**config.mk**
```make
export PLATFORM = sky130hd
export DESIGN_NAME = dps_mem_end_flat
export DESIGN_NICKNAME = d
export VERILOG_FILES = /design/src/verilog/dps_pkg.sv /design/src/verilog/dps_link_if.sv /design/src/verilog/dps_mem_end.sv /design/src/flat_wrapper.sv
export SDC_FILE = /design/constraint.sdc
export NUM_CORES = 1
export LEC_CHECK = 0
export BUFFER_PORTS_ARGS = -buffer_cell sky130_fd_sc_hd__buf_2
export CAP_MARGIN = 20
export CORE_ASPECT_RATIO = 1.2
export CORE_MARGIN = 5
export CORE_UTILIZATION = 40
export DETAILED_ROUTE_END_ITERATION = 10
export PLACE_DENSITY = 0.6
export SKIP_CTS_REPAIR_TIMING = 1
export SYNTH_ARGS = -nofsm -noshare
export SYNTH_HDL_FRONTEND = slang
export SYNTH_SLANG_ARGS = --single-unit
```
**constraint.sdc**
```tcl
create_clock -name ref_clk -period 2.7 [get_ports ref_clk]
set_input_delay 0.405 -clock ref_clk [delete_from_list [all_inputs] [get_ports ref_clk]]
set_output_delay 0.405 -clock ref_clk [all_outputs]
set_load 0.03 [all_outputs]
```
**src/verilog/dps_pkg.sv**
```systemverilog
// Package: shared constants and types for the power-state command link
package dps_pkg;
  localparam int dps_bank_w = 2;
  localparam int dps_addr_w = 14;
  localparam int dps_col_w = 10;
  localparam int dps_ap_bit = 10;
  localparam int dps_nbanks = 4;
  localparam int dps_data_w = 8;
  localparam int dps_mem_words = 64;
  localparam int dps_mem_aw = 6;
  localparam int dps_clk_ns = 50;
  localparam int dps_cke_hold_clk = 3;
  localparam int dps_xsrd_clk = 200;
  localparam int dps_xsnr_ns = 200;
  localparam int dps_xsnr_clk = (dps_xsnr_ns + dps_clk_ns - 1) / dps_clk_ns;
  localparam int dps_mrd_clk = 2;
  localparam int dps_burst_len = 4;
  localparam int dps_cnt_w = 8;
  localparam logic [2:0] dps_al_max = 3'h5;
  localparam logic [1:0] dps_mr_ext1 = 2'h1;
  localparam logic [dps_addr_w-1:0] dps_odt_en_mask = 14'h0044;

  // Command encoding: {cs_n, ras_n, cas_n, we_n}
  typedef enum logic [3:0] {
    dps_cmd_mrs = 4'h0,
    dps_cmd_ref = 4'h1,
    dps_cmd_pre = 4'h2,
    dps_cmd_act = 4'h3,
    dps_cmd_wr = 4'h4,
    dps_cmd_rd = 4'h5,
    dps_cmd_nop = 4'h7,
    dps_cmd_desel = 4'h8
  } dps_cmd_type;

  typedef enum logic [2:0] {
    dps_st_idle = 3'h0,
    dps_st_active = 3'h1,
    dps_st_act_pd = 3'h3,
    dps_st_pre_pd = 3'h2,
    dps_st_self_ref = 3'h6,
    dps_st_illegal = 3'h7
  } dps_state_type;

  function automatic logic dps_is_quiet(input logic [3:0] c);
    return c[3] || (c[2:0] == 3'h7);
  endfunction
endpackage

```
**src/verilog/dps_link_if.sv**
```systemverilog
// Interface: command, clock-enable, termination and write data pins
`timescale 1ns/100ps
interface dps_link_if;
  import dps_pkg::*;
  logic cke;
  logic cs_n;
  logic ras_n;
  logic cas_n;
  logic we_n;
  logic [dps_bank_w-1:0] ba;
  logic [dps_addr_w-1:0] addr;
  logic odt;
  logic dm;
  logic [dps_data_w-1:0] dq_wr;
  logic dq_wr_valid;
  logic [dps_data_w-1:0] dq_rd;
  logic dq_rd_valid;
  modport mem (input cke, cs_n, ras_n, cas_n, we_n, ba, addr, odt, dm, dq_wr, dq_wr_valid,
    output dq_rd, dq_rd_valid);
  modport ctl (output cke, cs_n, ras_n, cas_n, we_n, ba, addr, odt, dm, dq_wr, dq_wr_valid,
    input dq_rd, dq_rd_valid);
endinterface

```
**src/verilog/dps_mem_end.sv**
```systemverilog
// Memory end: clock-enable state machine, command decode, banks and masked writes
`timescale 1ns/100ps
//////////////////////////////////////////////////////////////////////////////
module dps_mem_end
  import dps_pkg::*;
(
  input wire logic ref_clk, // Device clock
  input wire logic rstn, // Async reset, active low
  dps_link_if.mem link, // Pins from controller
  input wire logic [2:0] al_cfg, // Additive latency in clocks
  output dps_pkg::dps_state_type state, // Present power state
  output logic dll_on, // Delay-locked loop enabled
  output logic odt_active, // Termination applied
  output logic illegal_seen, // Sticky illegal sequence flag
  output logic [dps_addr_w-1:0] mode_reg_0, // Mode register 0
  output logic [dps_addr_w-1:0] mode_reg_1 // Extended mode register 1
);
  import dps_pkg::*;
  //////////////////////////////////////////////////////////////////////////////
  dps_state_type st_q, st_d;
  logic cke_prev_q;
  logic illegal_q;
  logic [dps_addr_w-1:0] mr_q [dps_nbanks];
  logic [dps_nbanks-1:0] open_q;
  logic [dps_addr_w-1:0] row_q [dps_nbanks];
  logic [dps_cnt_w-1:0] busy_q;
  logic [dps_cnt_w-1:0] xs_q;
  logic [dps_data_w-1:0] mem_q [dps_mem_words];
  logic [dps_data_w-1:0] rd_q;
  logic rd_v_q;
  // Read burst walker: one word per clock, so a burst never stalls the array
  logic [dps_bank_w+dps_col_w-1:0] rd_ptr_q;
  logic [2:0] rd_left_q;
  // Posted read/write pipeline: {valid, is_write, ap, bank, column}
  localparam int pw = 3 + dps_bank_w + dps_col_w;
  logic [pw-1:0] post_q [8];
  logic [dps_bank_w+dps_col_w-1:0] wr_ptr_q;
  logic [2:0] wr_left_q;
  logic wr_ap_q;
  logic [dps_bank_w-1:0] ap_bank_q;
  logic ap_pend_q;

  // command sampled at the rising edge from pin levels
  wire [3:0] cmd = {link.cs_n, link.ras_n, link.cas_n, link.we_n};
  wire quiet = dps_is_quiet(cmd);
  wire cke_fall = cke_prev_q && !link.cke;
  wire cke_rise = !cke_prev_q && link.cke;
  wire run = cke_prev_q && link.cke;
  wire any_open = |open_q;
  wire busy = busy_q != '0;
  wire [dps_bank_w-1:0] bk = link.ba;
  wire is_cmd = run && !link.cs_n;
  wire [pw-1:0] post_new = {is_cmd && (cmd == dps_cmd_rd || cmd == dps_cmd_wr), cmd == dps_cmd_wr,
    link.addr[dps_ap_bit], bk, link.addr[dps_col_w-1:0]};
  wire [pw-1:0] post_out = post_q[al_cfg];
  wire post_fire = post_out[pw-1];
  wire [dps_mem_aw-1:0] wr_idx = dps_mem_aw'(wr_ptr_q);

  // Next power state with legality of each clock-enable transition
  logic bad;
  always_comb
  begin
    st_d = st_q;
    bad = 1'b0;
    unique case (st_q)
      dps_st_idle, dps_st_active:
      begin
        if (cke_fall)
        begin
          if (cmd == dps_cmd_ref && !any_open && !busy)
            st_d = dps_st_self_ref;
          else if (quiet && !busy)
            st_d = any_open ? dps_st_act_pd : dps_st_pre_pd;
          else
            bad = 1'b1;
        end
        else if (link.cke)
          st_d = any_open ? dps_st_active : dps_st_idle;
      end
      dps_st_act_pd, dps_st_pre_pd:
      begin
        if (cke_rise)
        begin
          bad = !quiet;
          st_d = (st_q == dps_st_act_pd) ? dps_st_active : dps_st_idle;
        end
      end
      dps_st_self_ref:
      begin
        if (cke_rise)
        begin
          bad = !quiet;
          st_d = dps_st_idle;
        end
      end
      default:
        st_d = dps_st_idle;
    endcase
    if (xs_q != '0 && run && ((xs_q > dps_cnt_w'(dps_xsrd_clk - dps_xsnr_clk) && !quiet) ||
        cmd == dps_cmd_rd))
      bad = 1'b1;
    if (is_cmd && cmd == dps_cmd_mrs && any_open)
      bad = 1'b1;
  end

  //////////////////////////////////////////////////////////////////////////////
  always_ff @(posedge ref_clk or negedge rstn)
  begin
    if (!rstn)
    begin
      st_q <= dps_st_idle;
      cke_prev_q <= 1'b0;
      illegal_q <= 1'b0;
      xs_q <= '0;
    end
    else
    begin
      st_q <= st_d;
      cke_prev_q <= link.cke;
      illegal_q <= illegal_q | bad;
      if (st_q == dps_st_self_ref && cke_rise)
        xs_q <= dps_cnt_w'(dps_xsrd_clk);
      else if (xs_q != '0)
        xs_q <= xs_q - 1'b1;
    end
  end

  // Bank, mode register and busy tracking
  always_ff @(posedge ref_clk or negedge rstn)
  begin
    if (!rstn)
    begin
      open_q <= '0;
      busy_q <= '0;
      ap_pend_q <= 1'b0;
      ap_bank_q <= '0;
      for (int i = 0; i < dps_nbanks; i++)
      begin
        mr_q[i] <= '0;
        row_q[i] <= '0;
      end
    end
    else
    begin
      if (busy)
        busy_q <= busy_q - 1'b1;
      if (ap_pend_q && busy_q == dps_cnt_w'(1))
      begin
        open_q[ap_bank_q] <= 1'b0;
        ap_pend_q <= 1'b0;
      end
      if (is_cmd)
      begin
        unique case (cmd)
          dps_cmd_mrs:
          begin
            mr_q[bk] <= link.addr;
            busy_q <= dps_cnt_w'(dps_mrd_clk);
          end
          dps_cmd_act:
          begin
            if (!open_q[bk])
            begin
              open_q[bk] <= 1'b1;
              row_q[bk] <= link.addr;
            end
          end
          dps_cmd_pre:
          begin
            if (link.addr[dps_ap_bit])
              open_q <= '0;
            else
              open_q[bk] <= 1'b0;
          end
          dps_cmd_rd, dps_cmd_wr:
            busy_q <= dps_cnt_w'(al_cfg) + dps_cnt_w'(dps_burst_len) + dps_cnt_w'(1);
          default:
            ;
        endcase
      end
      if (post_fire && post_out[pw-3]) // close after the burst
      begin
        ap_pend_q <= 1'b1;
        ap_bank_q <= post_out[dps_col_w +: dps_bank_w];
        busy_q <= dps_cnt_w'(dps_burst_len);
      end
    end
  end

  // posted commands delayed by the additive latency
  always_ff @(posedge ref_clk or negedge rstn)
  begin
    if (!rstn)
    begin
      for (int i = 0; i < 8; i++)
        post_q[i] <= '0;
    end
    else
    begin
      post_q[0] <= post_new;
      for (int i = 1; i < 8; i++)
        post_q[i] <= post_q[i-1];
    end
  end

  // Burst data path with write mask
  always_ff @(posedge ref_clk or negedge rstn)
  begin
    if (!rstn)
    begin
      wr_ptr_q <= '0;
      wr_left_q <= '0;
      wr_ap_q <= 1'b0;
      rd_q <= '0;
      rd_v_q <= 1'b0;
      rd_ptr_q <= '0;
      rd_left_q <= '0;
    end
    else
    begin
      rd_v_q <= 1'b0;
      if (rd_left_q != '0) // one burst word per clock
      begin
        rd_q <= mem_q[dps_mem_aw'(rd_ptr_q)];
        rd_v_q <= 1'b1;
        rd_ptr_q <= rd_ptr_q + 1'b1;
        rd_left_q <= rd_left_q - 1'b1;
      end
      if (post_fire && post_out[pw-2])
      begin
        wr_ptr_q <= post_out[dps_bank_w+dps_col_w-1:0];
        wr_left_q <= 3'(dps_burst_len);
        wr_ap_q <= post_out[pw-3];
      end
      else if (post_fire)
      begin
        rd_ptr_q <= post_out[dps_bank_w+dps_col_w-1:0];
        rd_left_q <= 3'(dps_burst_len);
      end
      else if (wr_left_q != '0 && link.dq_wr_valid)
      begin
        wr_ptr_q <= wr_ptr_q + 1'b1;
        wr_left_q <= wr_left_q - 1'b1;
      end
    end
  end

  // Small array; DM high leaves the byte untouched
  always_ff @(posedge ref_clk)
  begin
    if (wr_left_q != '0 && link.dq_wr_valid && !link.dm)
      mem_q[wr_idx] <= link.dq_wr;
  end

  assign link.dq_rd = rd_q;
  assign link.dq_rd_valid = rd_v_q;
  assign state = st_q;
  assign dll_on = st_q != dps_st_self_ref;
  // ODT pin has no say in state; termination dropped in self refresh
  assign odt_active = link.odt && (st_q != dps_st_self_ref) && ((mr_q[dps_mr_ext1] & dps_odt_en_mask) != '0);
  assign illegal_seen = illegal_q;
  assign mode_reg_0 = mr_q[0];
  assign mode_reg_1 = mr_q[dps_mr_ext1];
endmodule // dps_mem_end

```
**src/flat_wrapper.sv**
```systemverilog
// flat-port wrapper written by rule: the top's interface ports become plain ports
module dps_mem_end_flat import dps_pkg::*;
  (ref_clk, rstn, al_cfg, state, dll_on, odt_active, illegal_seen, mode_reg_0, mode_reg_1, link_cke, link_cs_n, link_ras_n, link_cas_n, link_we_n, link_ba, link_addr, link_odt, link_dm, link_dq_wr, link_dq_wr_valid, link_dq_rd, link_dq_rd_valid);
  dps_link_if link_i ();
  input wire logic ref_clk;
  input wire logic rstn;
  input wire logic [2:0] al_cfg;
  output dps_pkg::dps_state_type state;
  output logic dll_on;
  output logic odt_active;
  output logic illegal_seen;
  output logic [dps_addr_w-1:0] mode_reg_0;
  output logic [dps_addr_w-1:0] mode_reg_1;
  input wire logic [$bits(link_i.cke)-1:0] link_cke;
  input wire logic [$bits(link_i.cs_n)-1:0] link_cs_n;
  input wire logic [$bits(link_i.ras_n)-1:0] link_ras_n;
  input wire logic [$bits(link_i.cas_n)-1:0] link_cas_n;
  input wire logic [$bits(link_i.we_n)-1:0] link_we_n;
  input wire logic [$bits(link_i.ba)-1:0] link_ba;
  input wire logic [$bits(link_i.addr)-1:0] link_addr;
  input wire logic [$bits(link_i.odt)-1:0] link_odt;
  input wire logic [$bits(link_i.dm)-1:0] link_dm;
  input wire logic [$bits(link_i.dq_wr)-1:0] link_dq_wr;
  input wire logic [$bits(link_i.dq_wr_valid)-1:0] link_dq_wr_valid;
  output wire logic [$bits(link_i.dq_rd)-1:0] link_dq_rd;
  output wire logic [$bits(link_i.dq_rd_valid)-1:0] link_dq_rd_valid;
  assign link_i.cke = link_cke;
  assign link_i.cs_n = link_cs_n;
  assign link_i.ras_n = link_ras_n;
  assign link_i.cas_n = link_cas_n;
  assign link_i.we_n = link_we_n;
  assign link_i.ba = link_ba;
  assign link_i.addr = link_addr;
  assign link_i.odt = link_odt;
  assign link_i.dm = link_dm;
  assign link_i.dq_wr = link_dq_wr;
  assign link_i.dq_wr_valid = link_dq_wr_valid;
  assign link_dq_rd = link_i.dq_rd;
  assign link_dq_rd_valid = link_i.dq_rd_valid;
  dps_mem_end u_core (.ref_clk(ref_clk), .rstn(rstn), .link(link_i), .al_cfg(al_cfg), .state(state), .dll_on(dll_on), .odt_active(odt_active), .illegal_seen(illegal_seen), .mode_reg_0(mode_reg_0), .mode_reg_1(mode_reg_1));
endmodule
```
==> flow_summary.json <==
{
  "cts_sinks": 683,
  "core.rowCount": 104,
  "tightest_slew_ps": 877,
  "use_met1_pct": 22.1,
  "grt_max_degree": 95,
  "path_clk_slew_ps": 60,
  "synth-seq-area-share_pct": 73.2,
  "critPathMaxFanout": 15,
  "globalRouteOverflowTotal": 0,
  "drtIter0Drc": 1195,
  "grt_use_met2_pct": 27.8,
  "start_util_pct": 40.2,
  "vias": 14300,
  "routabilityCongestion": 0.878,
  "netlist_top_cells_area": "edfxtp_1 57%, dfrtp_1 16%, mux4_2 8.6%",
  "die_area_mm2": 0.0724,
  "drive_above_1_share_pct": 26.2,
  "hold_violations": 0,
  "drtAntennaViolNets": 0,
  "cts-root-buf": "clkbuf_16",
  "clock_latency_ps": 600,
  "synth_area_leader_cell": "edfxtp_1",
  "period_needed_ps": 2330,
  "hold_path_class": "in2reg",
  "crit_family": "compound AO/OA/AOI/OAI gates",
  "async_reset_ff_share_pct": 25.0,
  "critPathLaunchType": "flip-flop",
  "synth.top_cell.area_share_pct": 57.3,
  "critPathBufInv": 3,
  "synth-seq-cells": 683,
  "h-tree-depth": 3,
  "routed_wl_um": 60800,
  "cp.required_ps": 3190,
  "postSynthAreaPerCell_um2": 17.9,
  "synth_edf_count": 512,
  "fin_cells": 2677,
  "wl_per_cell_um": 22.7,
  "grt_pass1_vias": 14900,
  "fin_area_mm2": 0.0316,
  "pin_count": 80,
  "io_buffers": 79,
  "syn_nets": 1551,
  "critical_path.max_stage_delay_ps": 530,
  "cts_tree": "yes",
  "netlist_instances": 1502,
  "clock-skew-final_ps": 29.1,
  "cts-buffers-inserted": 71,
  "grt_setup_unrepaired": "false",
  "fp.dieH_um": 294,
  "firstDrtPassIters": 5,
  "drv_cap": 0,
  "syn_to_final_growth_pct": 17.7,
  "worst_setup_path_end_kind": "flip-flop",
  "max-slew-margin-rel_pct": 41.5,
  "ir_drop_uv": 578,
  "track_usage_pct": 16.8,
  "path_cells": "buf_12 -> buf_4 -> mux4_2 -> a211oi_1 -> buf_4 -> o2111ai_1 -> o221a_1",
  "ys.flop_type": "edfxtp_1",
  "setup_viol": 0,
  "syn_area_mm2": 0.0268,
  "run_status": "completed",
  "num-nets-final": 1769,
  "placed_area_mm2": 0.0292,
  "drv_slew": 0,
  "leakagePower_uw": 0.0115,
  "synthDistinctLibCells": 66,
  "grt_use_met3_pct": 3.31,
  "ys_warn_count": 0,
  "grt_pass1_wl_um": 92600,
  "fin_tns_setup_ps": 0,
  "worst-setup-path-type": "reg2reg",
  "core_area_mm2": 0.0668,
  "cts_buffer_depth": 3,
  "fp.dieW_um": 246,
  "avgViaCountPerCell": 5.34,
  "dp_cells": 2537,
  "crit_arrival_ps": 2820,
  "cp_common_cell": "buf_4",
  "cp_slowest_cell": "dfrtp_4",
  "totalPowerFinal_uw": 30300,
  "p_per_area_mw_per_mm2": 957,
  "clock.fmax_ghz": 0.429,
  "grt.busiest_layer": "met2",
  "antenna_found_initial": 4,
  "drcViolationCount": 0,
  "post-route-period-util_pct": 86.4,
  "dp_hpwl_um": 39400
}
==> per-stage QoR <==
stage / util [%] / worst slack, ps / hold WS [ps]
2_1_floorplan: - / 361 / 109
3_3_place_gp: 43.7 / 352 / 242
3_5_place_dp: 43.7 / 305 / 245
4_1_cts: 47.2 / 298 / -413
5_1_grt: 47.3 / 219 / 41.6
6_report: 47.3 / 367 / 64.0
==> per-layer routing <==
metal | wire, um | vias up
met2 | 30000 | 441
met1 | 24900 | 7373
met3 | 3740 | 105
li1 | - | 6370
met5 | 34 | -
met4 | 2060 | 6
==> synth_stat cells, types with 10 or more instances <==
cell and instances:
clkbuf_1 36, buf_1 12, edfxtp_1 512, nand2_1 36
nand3_1 39, mux2_2 30, a22oi_1 48, buf_2 22
mux2i_1 124, nor3_1 12, nor2_1 114, nand2b_1 11
nor2b_1 19, dfrtp_1 171, mux4_2 102, a21oi_1 18
a211oi_1 10, xnor2_1 20, inv_1 21, ha_1 12
==> state kept, by name, summed over array words and instances (netlist names), 2 cells and up <==
name,cells
u_core.open_q,4
u_core.mem_q,512
u_core.xs_q,8
u_core.mode_reg_1,14
u_core.rd_ptr_q,6
u_core.busy_q,8
u_core.wr_left_q,3
u_core.post_q,88
u_core.ap_bank_q,2
u_core.wr_ptr_q,6
u_core.link.dq_rd,8
u_core.state,3
u_core.mode_reg_0,14
u_core.rd_left_q,3
==> power breakdown <==
part	internal, uW	total, uW	leakage (uW)	switching, uW
sequential	11900	12600	0.00669	656
clock	5720	9650	0.00114	3930
combinational	3570	8040	0.00363	4470
==> kinds of logic after synthesis <==
group / synth area share, %
flops: 73.2
buf+inv: 1.67
simple gates: 4.89
xor+xnor: 0.848
mux: 14.5
compound gates: 4.33
fa+ha+maj: 0.559
==> placed cells by master (no fill, tap or decap), drive strengths merged, types with 8 or more instances in the layout <==
cell         instances
o22ai                9
o221ai               8
dlygate4sd3         11
a211oi              10
o221a                8
clkinv              22
mux2i              124
dfrtp              171
nand2b              11
nand3               39
nor3                12
mux2                31
edfxtp             512
nand2               36
nor2               114
clkbuf              96
o21ai               11
inv                 24
o2111ai              8
xnor2               20
nor2b               19
buf                214
ha                  12
a21oi               18
o41ai                8
a22oi               48
mux4               102
==> path summary, 6_finish.rpt <==
check                                             start                                to  slack [ps]  cells past startpoint
setup / recovery           u_core.rd_ptr_q[0]$_DFF_PN0_  u_core.link.dq_rd[2]$_DFFE_PN0N_         370                      7
hold reg to reg             u_core.post_q[20]$_DFF_PN0_        u_core.post_q[5]$_DFF_PN0_         370                      0
max in group asynchronous                          rstn      u_core.rd_ptr_q[2]$_DFF_PN0_        1730                      3
min in group asynchronous                          rstn        u_core.xs_q[3]$_DFFE_PN0P_         200                      2
hold / removal                             link_addr[9]  u_core.mode_reg_1[9]$_DFFE_PN0P_          60                      2
setup reg to reg           u_core.rd_ptr_q[0]$_DFF_PN0_  u_core.link.dq_rd[2]$_DFFE_PN0N_         370                      7
==> layout make-up <==
type	instances	area, um2
Antenna cell	1	2.50
Clock buffer	96	2010
Clock inverter	32	300
Fill cell	5638	35100
Inverter	21	78.8
Multi-Input combinational cell	718	6740
Sequential cell	683	19700
Tap cell	901	1130
Timing Repair Buffer	225	1680
Power figures use the tool's default switching activity.
